## src/icr_pkg.sv

```systemverilog
// Constants, codes and the state record of the two-wire controller registers.
// Assumes a 40 MHz system clock and AXI4-Lite byte addressing.
package icr_pkg;

  // ----------------------------------------------------------------
  // Register map and control bit positions
  // ----------------------------------------------------------------
  localparam logic [31:0] A_SET = 32'he001c000;
  localparam logic [31:0] A_STAT = 32'he001c004;
  localparam logic [31:0] A_DAT = 32'he001c008;
  localparam logic [31:0] A_ADR = 32'he001c00c;
  localparam logic [31:0] A_CLR = 32'he001c018;
  localparam int B_GC = 0;
  localparam int B_AA = 2;
  localparam int B_SI = 3;
  localparam int B_STO = 4;
  localparam int B_STA = 5;
  localparam int B_EN = 6;
  localparam logic [7:0] SET_MASK = 8'h7c;
  localparam logic [7:0] CLR_MASK = 8'h6c;
  localparam logic [4:0] STAT_RST = 5'h1f;
  localparam logic [1:0] RESP_OK = 2'h0;
  localparam logic [1:0] RESP_SLVERR = 2'h2;

  // ----------------------------------------------------------------
  // Status codes, full byte; the upper five bits are stored
  // ----------------------------------------------------------------
  localparam logic [7:0] C_START = 8'h08;
  localparam logic [7:0] C_RSTART = 8'h10;
  localparam logic [7:0] C_AW_ACK = 8'h18;
  localparam logic [7:0] C_AW_NAK = 8'h20;
  localparam logic [7:0] C_TX_ACK = 8'h28;
  localparam logic [7:0] C_TX_NAK = 8'h30;
  localparam logic [7:0] C_AR_ACK = 8'h40;
  localparam logic [7:0] C_AR_NAK = 8'h48;
  localparam logic [7:0] C_RX_ACK = 8'h50;
  localparam logic [7:0] C_RX_NAK = 8'h58;
  localparam logic [7:0] C_SW_OWN = 8'h60;
  localparam logic [7:0] C_SW_GC = 8'h70;
  localparam logic [7:0] C_SRX_ACK = 8'h80;
  localparam logic [7:0] C_SRX_NAK = 8'h88;
  localparam logic [7:0] C_GRX_ACK = 8'h90;
  localparam logic [7:0] C_GRX_NAK = 8'h98;
  localparam logic [7:0] C_SSTOP = 8'ha0;
  localparam logic [7:0] C_SR_OWN = 8'ha8;
  localparam logic [7:0] C_STX_ACK = 8'hb8;
  localparam logic [7:0] C_STX_NAK = 8'hc0;

  // ----------------------------------------------------------------
  // Timing: half of an SCL period, rounded up to whole clocks
  // ----------------------------------------------------------------
  localparam int CLK_NS = 25;
  localparam int SCL_HALF_NS = 5000;
  localparam logic [7:0] HALF_CYC = 8'((SCL_HALF_NS + CLK_NS - 1) / CLK_NS);

  typedef enum logic [3:0] {
    P_IDLE, P_START, P_LOW, P_HIGH, P_HOLD, P_SHOLD, P_STOP1, P_STOP2, P_RS1, P_RS2
  } icr_phase_t;

  typedef struct packed {
    logic awrdy, wrdy, arrdy, bvalid, rvalid, aw_got, w_got, wstb;
    logic [31:0] awaddr;
    logic [7:0] wdata, rdata;
    logic [1:0] bresp, rresp;
    logic en, begin_condition_request, halt_condition_request, si, aa;
    logic [4:0] stat;
    logic [7:0] dat, adr;
    logic [2:0] scl_q, sda_q;
    icr_phase_t phase;
    logic [7:0] cnt;
    logic [3:0] bitcnt;
    logic mst, tx, first, addressed, slv_act, gc, busy, rs, ackb;
    logic scl_oe, sda_oe;
  } icr_st_t;

endpackage : icr_pkg

```

## src/icr_ctrl.sv

```systemverilog
// Two-wire bus controller: control, status, data and own-address registers
// behind an AXI4-Lite slave, with a byte engine for master and slave modes.
// Assumes open-drain SCL/SDA resolved outside; pins are asynchronous.
// Function
// Controller works only while enable bit 6 is one.
// Disabled: pins ignored, not-addressed slave, stop request forced zero.
// Control bits: ack 2, irq 3, stop 4, start 5; 3-5 reset zero.
// Clear port ones clear ack, irq, start, enable bits.
// Start from idle when bus free, else after Stop plus half period.
// Start while master gives repeated Start; no Start without request.
// Start and stop as master: Stop then Start; slave: internal Stop.
// Master stop request sends Stop, cleared when Stop seen on bus.
// Slave stop request: silent recovery to not-addressed, request cleared.
// Interrupt flag set on each bus state change except idle.
// Flag set stretches SCL low and suspends the transfer.
// Only software clears the interrupt flag.
// Ack set: drive ACK for own/general address and received data.
// Ack clear: NACK on received data bytes.
// Status register: code in bits 7:3, low bits zero, resets 0xF8.
// Idle code F8 leaves flag clear; other codes set it.
// Data byte stable while flag set; software accesses only then.
// Shift left, bit 7 first out and first in.
// Own address used only in slave mode; bit 0 enables general call.
// Software must not use enable to release the bus.
// Set port ones set control bits; read returns control register.
// Status latched with flag set, stable until flag cleared.
// Upper seven own-address bits compared with received address.
// Reserved control bits ignore writes and read zero.
`timescale 1ns/100ps
module icr_ctrl (
  input wire logic mclk_i,
  input wire logic rstn_i,
  input wire logic [31:0] s_axi_awaddr_i,
  input wire logic s_axi_awvalid_i,
  output logic s_axi_awready_o,
  input wire logic [31:0] s_axi_wdata_i,
  input wire logic [3:0] s_axi_wstrb_i,
  input wire logic s_axi_wvalid_i,
  output logic s_axi_wready_o,
  output logic [1:0] s_axi_bresp_o,
  output logic s_axi_bvalid_o,
  input wire logic s_axi_bready_i,
  input wire logic [31:0] s_axi_araddr_i,
  input wire logic s_axi_arvalid_i,
  output logic s_axi_arready_o,
  output logic [31:0] s_axi_rdata_o,
  output logic [1:0] s_axi_rresp_o,
  output logic s_axi_rvalid_o,
  input wire logic s_axi_rready_i,
  input wire logic scl_i,
  output logic scl_o,
  output logic scl_oe_o,
  input wire logic sda_i,
  output logic sda_o,
  output logic sda_oe_o
);
  import icr_pkg::*;

  icr_st_t s, n;
  logic scl, sda, scl_r, scl_f, st_det, sp_det, wr, hit, hw_si;
  logic [7:0] set_w, clr_w, code;

  // Own-address match; general call only when enabled
  function automatic logic adr_hit(input icr_st_t x);
    adr_hit = (x.dat[7:1] == x.adr[7:1]) || (x.adr[B_GC] && x.dat[7:1] == 7'h00);
  endfunction : adr_hit

  // Level to present on SDA for the current bit (1 = released)
  function automatic logic ob(input icr_st_t x);
    logic ok;
    ok = x.first ? (!x.mst && x.aa && adr_hit(x)) : (x.aa && (x.mst || x.addressed));
    if (x.bitcnt < 4'd8) begin
      ob = x.tx ? x.dat[7] : 1'b1;
    end else begin
      ob = !(!x.tx && ok);
    end
  endfunction : ob

  // ----------------------------------------------------------------
  // Pin events and write decode
  // ----------------------------------------------------------------
  // Events use second sync stage and its delayed copy only; disabled = blind
  assign scl = s.scl_q[1];
  assign sda = s.sda_q[1];
  assign scl_r = s.en && scl && !s.scl_q[2];
  assign scl_f = s.en && !scl && s.scl_q[2];
  assign st_det = s.en && scl && s.scl_q[2] && !sda && s.sda_q[2];
  assign sp_det = s.en && scl && s.scl_q[2] && sda && !s.sda_q[2];
  assign wr = s.aw_got && s.w_got && !s.bvalid;
  assign hit = s.awaddr inside {A_SET, A_STAT, A_DAT, A_ADR, A_CLR};
  // reserved bits masked
  assign set_w = (wr && s.wstb && s.awaddr == A_SET) ? (s.wdata & SET_MASK) : 8'h00;
  assign clr_w = (wr && s.wstb && s.awaddr == A_CLR) ? (s.wdata & CLR_MASK) : 8'h00;

  // ----------------------------------------------------------------
  // Next-state logic
  // ----------------------------------------------------------------
  always_comb begin
    n = s;
    hw_si = 1'b0;
    code = 8'h00;
    n.scl_q = {s.scl_q[1:0], scl_i};
    n.sda_q = {s.sda_q[1:0], sda_i};
    // AXI write channels, taken in either order
    if (s_axi_awvalid_i && s.awrdy) begin
      n.aw_got = 1'b1;
      n.awaddr = s_axi_awaddr_i;
    end
    if (s_axi_wvalid_i && s.wrdy) begin
      n.w_got = 1'b1;
      n.wdata = s_axi_wdata_i[7:0];
      n.wstb = s_axi_wstrb_i[0];
    end
    if (s.bvalid && s_axi_bready_i) n.bvalid = 1'b0;
    if (wr) begin
      n.aw_got = 1'b0;
      n.w_got = 1'b0;
      n.bvalid = 1'b1;
      n.bresp = hit ? RESP_OK : RESP_SLVERR;
      // software loads the byte; the write is taken whether or not the flag stands
      if (s.wstb && s.awaddr == A_DAT) n.dat = s.wdata;
      if (s.wstb && s.awaddr == A_ADR) n.adr = s.wdata;
    end
    // set and clear ports; R12 flag clear only from software
    n.en = (s.en | set_w[B_EN]) & ~clr_w[B_EN];
    n.begin_condition_request = (s.begin_condition_request | set_w[B_STA]) & ~clr_w[B_STA];
    n.si = (s.si | set_w[B_SI]) & ~clr_w[B_SI];
    n.aa = (s.aa | set_w[B_AA]) & ~clr_w[B_AA];
    n.halt_condition_request = s.halt_condition_request | set_w[B_STO];
    // AXI read, answered one cycle after the address is taken
    if (s.rvalid && s_axi_rready_i) n.rvalid = 1'b0;
    if (s_axi_arvalid_i && s.arrdy) begin
      n.rvalid = 1'b1;
      n.rresp = RESP_OK;
      case (s_axi_araddr_i)
        A_SET: n.rdata = {1'b0, s.en, s.begin_condition_request, s.halt_condition_request, s.si, s.aa, 2'b00};
        // low bits zero
        A_STAT: n.rdata = {s.stat, 3'b000};
        A_DAT: n.rdata = s.dat;
        A_ADR: n.rdata = s.adr;
        A_CLR: n.rdata = 8'h00;
        default: begin
          n.rdata = 8'h00;
          n.rresp = RESP_SLVERR;
        end
      endcase
    end
    if (!s.en || !n.en) begin
      // disabled or being disabled: not addressed, lines released, stop dropped
      n.phase = P_IDLE;
      n.mst = 1'b0;
      n.addressed = 1'b0;
      n.slv_act = 1'b0;
      n.halt_condition_request = 1'b0;
      n.busy = 1'b0;
      n.cnt = 8'h00;
      n.scl_oe = 1'b0;
      n.sda_oe = 1'b0;
    end else begin
      if (st_det) n.busy = 1'b1;
      if (sp_det) begin
        n.busy = 1'b0;
        // stop seen on the bus
        n.halt_condition_request = set_w[B_STO];
      end
      case (s.phase)
        P_IDLE: begin
          if (s.cnt != 8'h00) n.cnt = s.cnt - 8'h01;
          if (sp_det) n.cnt = HALF_CYC;
          if (s.mst) begin
            // Own Stop still travelling back through the synchroniser
            if (sp_det) n.mst = 1'b0;
          end else if (s.halt_condition_request) begin
            // silent recovery as if a Stop arrived
            n.halt_condition_request = set_w[B_STO];
            n.addressed = 1'b0;
            n.slv_act = 1'b0;
            n.sda_oe = 1'b0;
          end else if (s.begin_condition_request && !s.busy && s.cnt == 8'h00 && !st_det) begin
            // bus free (and half period after any Stop): go master
            n.phase = P_START;
            n.mst = 1'b1;
            n.rs = 1'b0;
            n.slv_act = 1'b0;
            n.sda_oe = 1'b1;
            n.cnt = HALF_CYC;
          end else if (st_det || sp_det) begin
            if (s.addressed && !s.si) begin
              hw_si = 1'b1;
              code = C_SSTOP;
            end
            n.addressed = 1'b0;
            n.sda_oe = 1'b0;
            n.slv_act = st_det;
            n.first = 1'b1;
            // The Start's own SCL fall wraps this to bit 0
            n.bitcnt = 4'hf;
            n.tx = 1'b0;
          end else if (s.slv_act && scl_r) begin
            // sample into bit 0, oldest bit ends in bit 7
            if (s.bitcnt < 4'd8) n.dat = {s.dat[6:0], sda};
            else n.ackb = sda;
          end else if (s.slv_act && scl_f) begin
            if (s.bitcnt == 4'd8) begin
              n.bitcnt = 4'h0;
              n.first = 1'b0;
              n.sda_oe = 1'b0;
              n.scl_oe = 1'b1;
              n.phase = P_SHOLD;
              if (s.first) begin
                // address phase, slave only
                if (s.aa && adr_hit(s)) begin
                  n.addressed = 1'b1;
                  n.tx = s.dat[0];
                  n.gc = (s.dat[7:1] == 7'h00);
                  hw_si = 1'b1;
                  code = s.dat[0] ? C_SR_OWN : (n.gc ? C_SW_GC : C_SW_OWN);
                end else begin
                  n.slv_act = 1'b0;
                  n.scl_oe = 1'b0;
                  n.phase = P_IDLE;
                end
              end else if (s.addressed) begin
                hw_si = 1'b1;
                if (s.tx) code = s.ackb ? C_STX_NAK : C_STX_ACK;
                else if (s.gc) code = s.ackb ? C_GRX_NAK : C_GRX_ACK;
                else code = s.ackb ? C_SRX_NAK : C_SRX_ACK;
                n.addressed = !s.ackb;
              end else begin
                n.scl_oe = 1'b0;
                n.phase = P_IDLE;
              end
            end else begin
              n.bitcnt = s.bitcnt + 4'h1;
              // ack level chosen by ob
              n.sda_oe = !ob(n);
            end
          end
        end
        P_START: begin
          if (s.cnt != 8'h00) begin
            n.cnt = s.cnt - 8'h01;
          end else begin
            // Start or repeated Start done
            hw_si = 1'b1;
            code = s.rs ? C_RSTART : C_START;
            n.first = 1'b1;
            n.tx = 1'b1;
            n.bitcnt = 4'h0;
            n.scl_oe = 1'b1;
            n.phase = P_HOLD;
          end
        end
        P_LOW: begin
          // SDA moves one clock after SCL is low, never in the same edge
          n.sda_oe = !ob(s);
          if (s.cnt != 8'h00) begin
            n.cnt = s.cnt - 8'h01;
          end else begin
            n.scl_oe = 1'b0;
            n.cnt = HALF_CYC;
            n.phase = P_HIGH;
          end
        end
        P_HIGH: begin
          if (!scl) begin
            n.cnt = HALF_CYC;
          end else if (s.cnt != 8'h00) begin
            n.cnt = s.cnt - 8'h01;
          end else begin
            n.scl_oe = 1'b1;
            n.cnt = HALF_CYC;
            if (s.bitcnt == 4'd8) begin
              hw_si = 1'b1;
              n.ackb = sda;
              n.bitcnt = 4'h0;
              n.first = 1'b0;
              n.phase = P_HOLD;
              if (s.first) begin
                n.tx = !s.dat[0];
                if (s.dat[0]) code = sda ? C_AR_NAK : C_AR_ACK;
                else code = sda ? C_AW_NAK : C_AW_ACK;
              end else if (s.tx) begin
                code = sda ? C_TX_NAK : C_TX_ACK;
              end else begin
                code = sda ? C_RX_NAK : C_RX_ACK;
              end
            end else begin
              // MSB first: bus level shifts in as next bit goes out
              n.dat = {s.dat[6:0], sda};
              n.bitcnt = s.bitcnt + 4'h1;
              n.phase = P_LOW;
            end
          end
        end
        P_HOLD: begin
          // SCL held low while the flag stands; SDA let go once SCL is low
          n.cnt = HALF_CYC;
          n.sda_oe = 1'b0;
          if (!s.si) begin
            if (s.halt_condition_request) begin
              // Stop first; a pending Start follows from idle
              n.sda_oe = 1'b1;
              n.phase = P_STOP1;
            end else if (s.begin_condition_request) begin
              n.sda_oe = 1'b0;
              n.phase = P_RS1;
            end else begin
              n.sda_oe = !ob(s);
              n.phase = P_LOW;
            end
          end
        end
        P_SHOLD: begin
          // slave stretch until software clears the flag
          if (!s.si) begin
            n.scl_oe = 1'b0;
            n.sda_oe = !ob(s);
            n.phase = P_IDLE;
          end
        end
        P_STOP1, P_RS1: begin
          if (s.cnt != 8'h00) begin
            n.cnt = s.cnt - 8'h01;
          end else begin
            n.scl_oe = 1'b0;
            n.cnt = HALF_CYC;
            n.phase = (s.phase == P_STOP1) ? P_STOP2 : P_RS2;
          end
        end
        P_STOP2, P_RS2: begin
          if (!scl) begin
            n.cnt = HALF_CYC;
          end else if (s.cnt != 8'h00) begin
            n.cnt = s.cnt - 8'h01;
          end else begin
            n.cnt = HALF_CYC;
            n.sda_oe = (s.phase == P_RS2);
            n.rs = 1'b1;
            n.phase = (s.phase == P_RS2) ? P_START : P_IDLE;
          end
        end
        default: n.phase = P_IDLE;
      endcase
    end
    // flag and code together; a clear of a standing flag beats a hardware set
    if (hw_si && !s.si) begin
      n.si = 1'b1;
      n.stat = code[7:3];
    end else if (!n.si) begin
      n.stat = STAT_RST;
    end
    n.awrdy = !n.aw_got && !n.bvalid;
    n.wrdy = !n.w_got && !n.bvalid;
    n.arrdy = !n.rvalid;
  end

  // ----------------------------------------------------------------
  // State register
  // ----------------------------------------------------------------
  // control bits clear, status idle; lines read as released
  always_ff @(posedge mclk_i or negedge rstn_i) begin
    if (!rstn_i) begin
      s <= '0;
      s.stat <= STAT_RST;
      s.scl_q <= 3'h7;
      s.sda_q <= 3'h7;
    end else begin
      s <= n;
    end
  end

  // Open-drain pins only ever pull low
  assign scl_o = 1'b0;
  assign sda_o = 1'b0;
  assign scl_oe_o = s.scl_oe;
  assign sda_oe_o = s.sda_oe;
  assign s_axi_awready_o = s.awrdy;
  assign s_axi_wready_o = s.wrdy;
  assign s_axi_bvalid_o = s.bvalid;
  assign s_axi_bresp_o = s.bresp;
  assign s_axi_arready_o = s.arrdy;
  assign s_axi_rvalid_o = s.rvalid;
  assign s_axi_rresp_o = s.rresp;
  assign s_axi_rdata_o = {24'h000000, s.rdata};
endmodule : icr_ctrl

```

## config.mk

```make
export PLATFORM = sky130hd
export DESIGN_NAME = icr_ctrl
export DESIGN_NICKNAME = d
export VERILOG_FILES = /design/src/icr_pkg.sv /design/src/icr_ctrl.sv
export SDC_FILE = /design/constraint.sdc
export NUM_CORES = 1
export LEC_CHECK = 0
export BUFFER_PORTS_ARGS = -buffer_cell sky130_fd_sc_hd__buf_2
export CORE_AREA = 10 10 135 137
export DETAILED_ROUTE_END_ITERATION = 6
export DIE_AREA = 0 0 145 147
export PLACE_DENSITY = 0.76
export SLEW_MARGIN = 20
export SYNTH_ARGS = -nofsm -noshare
export SYNTH_HDL_FRONTEND = slang
export SYNTH_SLANG_ARGS = --single-unit
```

## constraint.sdc

```tcl
create_clock -name mclk_i -period 5.45 [get_ports mclk_i]
set_clock_uncertainty 0.1 [all_clocks]
set_input_delay 0.8175 -clock mclk_i [delete_from_list [all_inputs] [get_ports mclk_i]]
set_output_delay 0.8175 -clock mclk_i [all_outputs]
set_load 0.02 [all_outputs]
```

-- Word-level counts from Yosys, hierarchy flattened
Index checks and enable logic that the tools add are counted.
- flip-flop bits (word level): 119
- bits of input ports: 109
- output and inout port bits: 45
- logic and storage cells: 470
- add/sub/neg operators: 2
- magnitude comparators: 2
- eq/ne operators: 78
- multiplexer cells: 228
- bitwise logic cells: 18
- reduce and logical (&&, ||, !) cells: 105
- operator list (operator ; number):
    $eq 32x32->1 const B ; 10
    $mux 8 ; 35
    $mux 4 ; 37
    $mux 1 ; 90
    $mux 5 ; 17
    $ne 3x3->1 const B ; 20
    $mux 7 ; 6
    $logic_and 1x1->1 ; 41
    $ne 4x4->1 const B ; 10
    $pmux 8 s5 ; 1
    $mux 2 ; 19
    $ne 7x7->1 const B ; 5
    $mux 16 ; 2
    $pmux 4 s8 ; 1
    $pmux 8 s4 ; 1
    $reduce_and 15->1 ; 2
    $ne 2x2->1 const B ; 14
    $reduce_and 7->1 ; 4
    $logic_not 1->1 ; 24
    $pmux 8 s3 ; 1
    $reduce_and 11->1 ; 2
    $mux 3 ; 7
    $reduce_bool 5->1 ; 4
    $mux 19 ; 1
    38 further kinds ; 79

-- Depth between registers and ports, before layout
- word-level depth: 32
- mapped depth: 12
- depth with buffers taken out: 11

-- Worst setup path before layout
No wires, ideal clock.
- path type: flip-flop to flip-flop
- start point: register s, in the netlist s_axi_bvalid_o
- end point: register s, in the netlist sda_oe_o
- library setup time: 0.111 ns
- data arrival time: 3.171 ns
- data required time: 5.239 ns
- path slack: 2.067 ns
- cell stages (with the launch flop): 10
- path buffers: 1
- period minus slack after synthesis: 3.383 ns
- cells stage by stage: dfrtp_1 > and3b_1 > buf_2 > nand4b_1 > nor4_2 > mux2i_1 > xnor2_1 > a2111o_1 > or4_1 > a2111oi_2
- longest elaborated chain between the ends: 32
- elaborated cells on any way between the ends: 55
- classes of those cells: eq/ne (7); mux (24); bitwise (6); reduce/logical (18)
- RTL lines (element ; RTL line ; RTL):
    from (decl) ; icr_ctrl.sv:59 ; icr_st_t s, n;
    from (signal assigned) ; icr_ctrl.sv:369 ; s <= n;
    $logic_not 1->1 * ; icr_ctrl.sv:89 ; assign wr = s.aw_got && s.w_got && !s.bvalid;
    $logic_and 1x1->1 * ; icr_ctrl.sv:89 ;
    $logic_and 1x1->1 ; icr_ctrl.sv:92, icr_ctrl.sv:93 ;
    $logic_and 1x1->1 (on tied branches) ; icr_ctrl.sv:92, icr_ctrl.sv:93 ;
    $mux 7 (on tied branches) ; icr_ctrl.sv:92, icr_ctrl.sv:93 ;
    $or 1x1->1 / $not 1->1 (equally long branches) ; icr_ctrl.sv:128 ; n.aa = (s.aa | set_w[B_AA]) & ~clr_w[B_AA];
    $and 1x1->1 ; icr_ctrl.sv:128 ;
    $logic_and 1x1->1 (2 in series) ; icr_ctrl.sv:71 ; ok = x.first ? (!x.mst && x.aa && adr_hit(x)) : (x.aa && (x.mst || x.addressed));
    [... 15 more ...] ; - ;
    $mux 2 ; icr_ctrl.sv:203 ; end else if (s.slv_act && scl_f) begin
    $mux 2 ; icr_ctrl.sv:199 ; end else if (s.slv_act && scl_r) begin
    $mux 1 ; icr_ctrl.sv:187 ; end else if (st_det || sp_det) begin
    $mux 1 ; icr_ctrl.sv:179 ; end else if (s.begin_condition_request && !s.busy && s.cnt == 8'h00 && !st_det) begin
    $mux 1 ; icr_ctrl.sv:173 ; end else if (s.halt_condition_request) begin
    $mux 4 ; icr_ctrl.sv:170 ; if (s.mst) begin
    $pmux 1 s5 ; icr_ctrl.sv:166 ; case (s.phase)
    $mux 2 ; icr_ctrl.sv:148 ; if (!s.en || !n.en) begin
Mark *: on every way between the ends. The rest lies on a longest branch, timed or not. The select of a mux whose other input is x is not followed.
A chain may end at the register's enable or synchronous reset.

-- Worst setup path in the final report
- start point: register s[18] (netlist bit)
- end point: register s, in the netlist sda_oe_o
- longest elaborated chain between the ends: 8
- elaborated cells on any way between the ends: 13
- classes of those cells: eq/ne (3); mux (5); reduce/logical (5)
- RTL lines (element ; RTL line):
    $logic_not 8->1 ; icr_ctrl.sv:179
    $logic_and 1x1->1 (2 in series) ; icr_ctrl.sv:179
    $mux 1 ; icr_ctrl.sv:179
    $mux 1 ; icr_ctrl.sv:173
    $mux 4 ; icr_ctrl.sv:170
    $pmux 1 s5 ; icr_ctrl.sv:166
    $mux 2 ; icr_ctrl.sv:148
Parallel ways exist; a longest one is shown, timed or not. The select of a mux whose other input is x is not followed.

==> results.txt <==
- The cell area that synthesis handed to floorplanning was around 0.0072 mm2.
* Routed vias: roughly 6200
- Fill cells in the final layout number around 1400.
- Post-detailed-route via-to-cell ratio: between 5 and 6
- The share of the Yosys chip area taken by registers is just over 40%.
- Post-CTS repair changed the size of 0 cells.
* TritonCTS clock tree: done
- WS Path Type: reg -> reg
- Post-detailed-routing wire length: between 15 and 20 mm
- Dividing total power by cell area gives a power density of 339 mW/mm2.
- After the first detailed-routing iteration, the DRC count stood at 576.
- Global-route wire length before repair: between 30 and 40 mm
* Clock transition time at the flip-flop clock pins of the worst setup and hold paths: around 0.06 ns
- Number of setup violations in the final report: 0
- Critical Path End Type: flip-flop
* Yosys cell types: 79
* Final instance count without filler cells: roughly 1100
- Global-route total usage across every layer: around 17%
* Type of the most critical hold path: reg -> reg
- Cell with the largest stage delay on the worst path: sky130_fd_sc_hd__a311oi_1
* Worst rel slew slack: around a quarter
- On the worst path, the slowest cell contributes a delay of 0.60 ns.
* Final critical-path required period: between 3 and 4 ns
- Placer's final routability congestion estimate: approximately 0.95
- Averaged over all synthesized cells, the footprint is 9.50 um2.
* Maximum number of pins on one net before global-route repair: 78
* Unrepaired setup endpoints after global routing: false
- Highest attainable clock frequency: around 260 MHz
* Synth-to-layout area growth: 15.2%
- Placeable Area: 0.0156 mm2
- EDFF count, synth: 0
* Cell at the root of the clock tree: sky130_fd_sc_hd__clkbuf_16
* Cell type with the largest total area after synthesis: sky130_fd_sc_hd__dfrtp_1
- CP arrival: 4.00 ns
* Worst Path Buf+Inv: 2
* Gate family responsible for the most delay along the worst path: simple AND/OR/NAND/NOR gates
* Effective utilization at floorplan: between 40% and 50%
- Along the worst path, the maximum fanout reaches 11.
- For met1 alone, demand over resource in global routing was between 20% and 30%.
- Chip height: roughly 150 um
- Number of buffers created by CTS: 17
- The number of global-route vias before repair is slightly below 6000.
- For the final routed database, the setup TNS stands at 0 ns.
- Num rows: 46
* Top_reg_cell synth: sky130_fd_sc_hd__dfrtp_1
- Summed over all nets, the half-perimeter wirelength after detailed placement is roughly 13 mm.
- Across the VDD grid, the largest voltage drop is roughly 250 uV.
* Fraction of layout cells with a size suffix above 1: about a quarter
* Transition time of the tightest slew-check pin: between 1 and 1.5 ns
* Final antenna diode count: 0
* Number of maximum-capacitance violations: 0
* Router iterations before antenna repair: 5
- Number of port buffers: 98
* Antenna violations before repair: 2
- Area contributors post-synth: sky130_fd_sc_hd__dfrtp_1 37%, sky130_fd_sc_hd__mux2_2 8.1%, sky130_fd_sc_hd__a21oi_1 4.3%
- Walking the worst path, the cells encountered are or3_1, nor4_4, inv_2, nor4b_1, buf_4, nor3_1, a311oi_1, nand2b_1, a311oi_1, a2111oi_2.
* Source-to-sink clock delay at the later pin of the worst-skew pair: 0.42 ns
- DP Cell Count: ~1000
- The global routing stage identified its most utilized layer as met2.
* Static leakage: between 0.003 and 0.004 uW
- Gate Count Post-Synth: 757
* Maximum number of buffers from clock root to sink: 2
* Net count reported at finish: between 900 and 1000
- The total count of hold-check failures in the final report is 0.
- Status: finished, final reports clean
* Number of buffers inserted by hold repair at cts: 0
* Total number of H-tree levels: 4
* Die span in x: between 100 and 150 um
* Tcrit/Tclk final: 69.9%
- Summing all flip-flop and latch instances after layout gives 0.00294 mm2.
- The number of max-slew violations in the final report is 0.
- CP required: ~5.6 ns
- Cell with the most instances on the worst path: sky130_fd_sc_hd__a311oi_1
- Number of warning messages in the yosys log: 0
- The floorplan step defined a die boundary enclosing roughly 0.021 mm2.
* Startpoint class of the critical path: flip-flop
* Yosys top cell area share: 36.9%
- In this run, synthesis produced a sequential element count of roughly 120.
* Total power: between 2000 and 3000 uW
* Clock Sink Count: 117
- For this run, design rule violations remaining after detail routing come to 0.
- The multi-input combinational cells in the finished layout cover a total of between 0.003 and 0.004 mm2.
- Counting flops with an async set or reset pin after synthesis yields a share of 100%.
- Routing usage on met2: about a quarter
* Count of nets left with antenna violations after detail routing: 0
* Wire per inst: 18.0 um
- Overflow after GRT: 0
- approximately 150 I/O pins were placed.
- GR Util met3: under 10%
* Setup Buffers After CTS: 0
## worst reg2reg max path, cell delays in order, from the launching register on
cell and delay (ns):
sky130_fd_sc_hd__dfrtp_1 0.41, sky130_fd_sc_hd__or3_1 0.45, sky130_fd_sc_hd__nor4_4 0.59, sky130_fd_sc_hd__inv_2 0.23, sky130_fd_sc_hd__nor4b_1 0.35, sky130_fd_sc_hd__buf_4 0.25
sky130_fd_sc_hd__nor3_1 0.09, sky130_fd_sc_hd__a311oi_1 0.60, sky130_fd_sc_hd__nand2b_1 0.10, sky130_fd_sc_hd__a311oi_1 0.46, sky130_fd_sc_hd__a2111oi_2 0.06
## layout make-up
cell class,instances,area share (%)
clock buffers,21,5.43
clock inverters,11,1.83
inverters,21,0.951
multi-input cells,572,46.6
flip-flops and latches,117,35.5
well taps,216,3.26
repair buffers,104,6.49
## cell families after synthesis
| group | count (synthesis) | synth area share [%] |
|---|---|---|
| other | 1 | 0.0521 |
| AOI/OAI and AO/OA | 205 | 18.1 |
| adders and majority gates | 9 | 1.57 |
| DFF | 117 | 40.9 |
| and+or+nand+nor | 238 | 18.2 |
| buffers and inverters | 95 | 6.97 |
| xor gates and xnor gates | 18 | 2.19 |
| muxes | 74 | 12.0 |
## routing by layer
metal / vias to the layer above / part of all wire [%]
met5: - / 0.068
met4: 2 / 2.5
met3: 44 / 11
met2: 343 / 44
met1: 2888 / 42
li1: 2877 / -
## through the flow
stage / hold WS (ns) / area (um2) / util, % / worst slack [ns]
detailed placement: 0.250 / 7690 / 49.3 / 1.70
finish: 0.258 / 8290 / 53.2 / 1.64
global placement: 0.254 / 7690 / 49.3 / 1.73
CTS: 0.258 / 8290 / 53.2 / 1.67
floorplan: 0.245 / 7300 / - / 2.07
global route: 0.267 / 8290 / 53.2 / 1.44
## worst paths after layout
check | startpoint | endpoint | slack, ns | cells past startpoint
max in group asynchronous | rstn_i | s[49] | 3.66 | 2
worst max register to register | s[18] | sda_oe_o | 1.64 | 10
min in group asynchronous | rstn_i | s[8] | 0.44 | 1
worst min-delay path | n[31] | n[32] | 0.26 | 0
worst max-delay path | s[18] | sda_oe_o | 1.64 | 10
worst min register to register | n[31] | n[32] | 0.26 | 0
## cell usage in the layout (no fill, tap or decap), types with 8 or more instances in the layout
| cell type | count |
|---|---|
| sky130_fd_sc_hd__dfrtp_1 | 106 |
| sky130_fd_sc_hd__buf_2 | 97 |
| sky130_fd_sc_hd__nor2_1 | 65 |
| sky130_fd_sc_hd__a21oi_1 | 62 |
| sky130_fd_sc_hd__o21ai_0 | 54 |
| sky130_fd_sc_hd__mux2_2 | 52 |
| sky130_fd_sc_hd__nand2_1 | 51 |
| sky130_fd_sc_hd__conb_1 | 28 |
| sky130_fd_sc_hd__inv_1 | 19 |
| sky130_fd_sc_hd__nor3_1 | 19 |
| sky130_fd_sc_hd__nand3_1 | 18 |
| sky130_fd_sc_hd__mux2i_1 | 17 |
| sky130_fd_sc_hd__clkbuf_16 | 17 |
| sky130_fd_sc_hd__o22ai_1 | 12 |
| sky130_fd_sc_hd__xor2_1 | 12 |
| sky130_fd_sc_hd__nor2b_1 | 11 |
| sky130_fd_sc_hd__nand2b_1 | 11 |
| sky130_fd_sc_hd__a22o_1 | 11 |
| sky130_fd_sc_hd__dfstp_2 | 11 |
| sky130_fd_sc_hd__ha_1 | 9 |
| sky130_fd_sc_hd__nor4_1 | 8 |
## cell usage after synthesis, drive strengths merged, types with 3 or more instances
cell type	count
o21ai	55
xor2	12
or2	5
xnor2	6
o21a	4
o22ai	12
nor4	14
nand2	51
o41ai	3
nor2b	11
nor3	19
clkbuf	26
nor2	65
nand2b	11
inv	20
and3	3
o211ai	3
mux2i	17
mux2	53
ha	9
and4b	3
nor4b	5
mux4	4
a21oi	62
nand3	18
and2	4
or3	7
a211oi	4
a22o	11
a21o	3
nand4	9
dfstp	11
a2bb2oi	3
o31ai	8
dfrtp	106
buf	48
a31oi	6
or4	4
## state kept, by name (all words and copies together), names as in the netlist
signal	flops
s_axi_bvalid_o	1
n	4
s_axi_rdata_o	8
s_axi_awready_o	1
s_axi_rvalid_o	1
s_axi_wready_o	1
s_axi_rresp_o	1
sda_oe_o	1
scl_oe_o	1
s_axi_arready_o	1
s	96
s_axi_bresp_o	1
## power by group
group	internal, uW	switching [uW]	leakage, uW
registers	1050	181	0.00148
logic	238	196	0.00190
clock network	733	409	0.000292
Note: power is estimated with default switching activity, not from simulation.
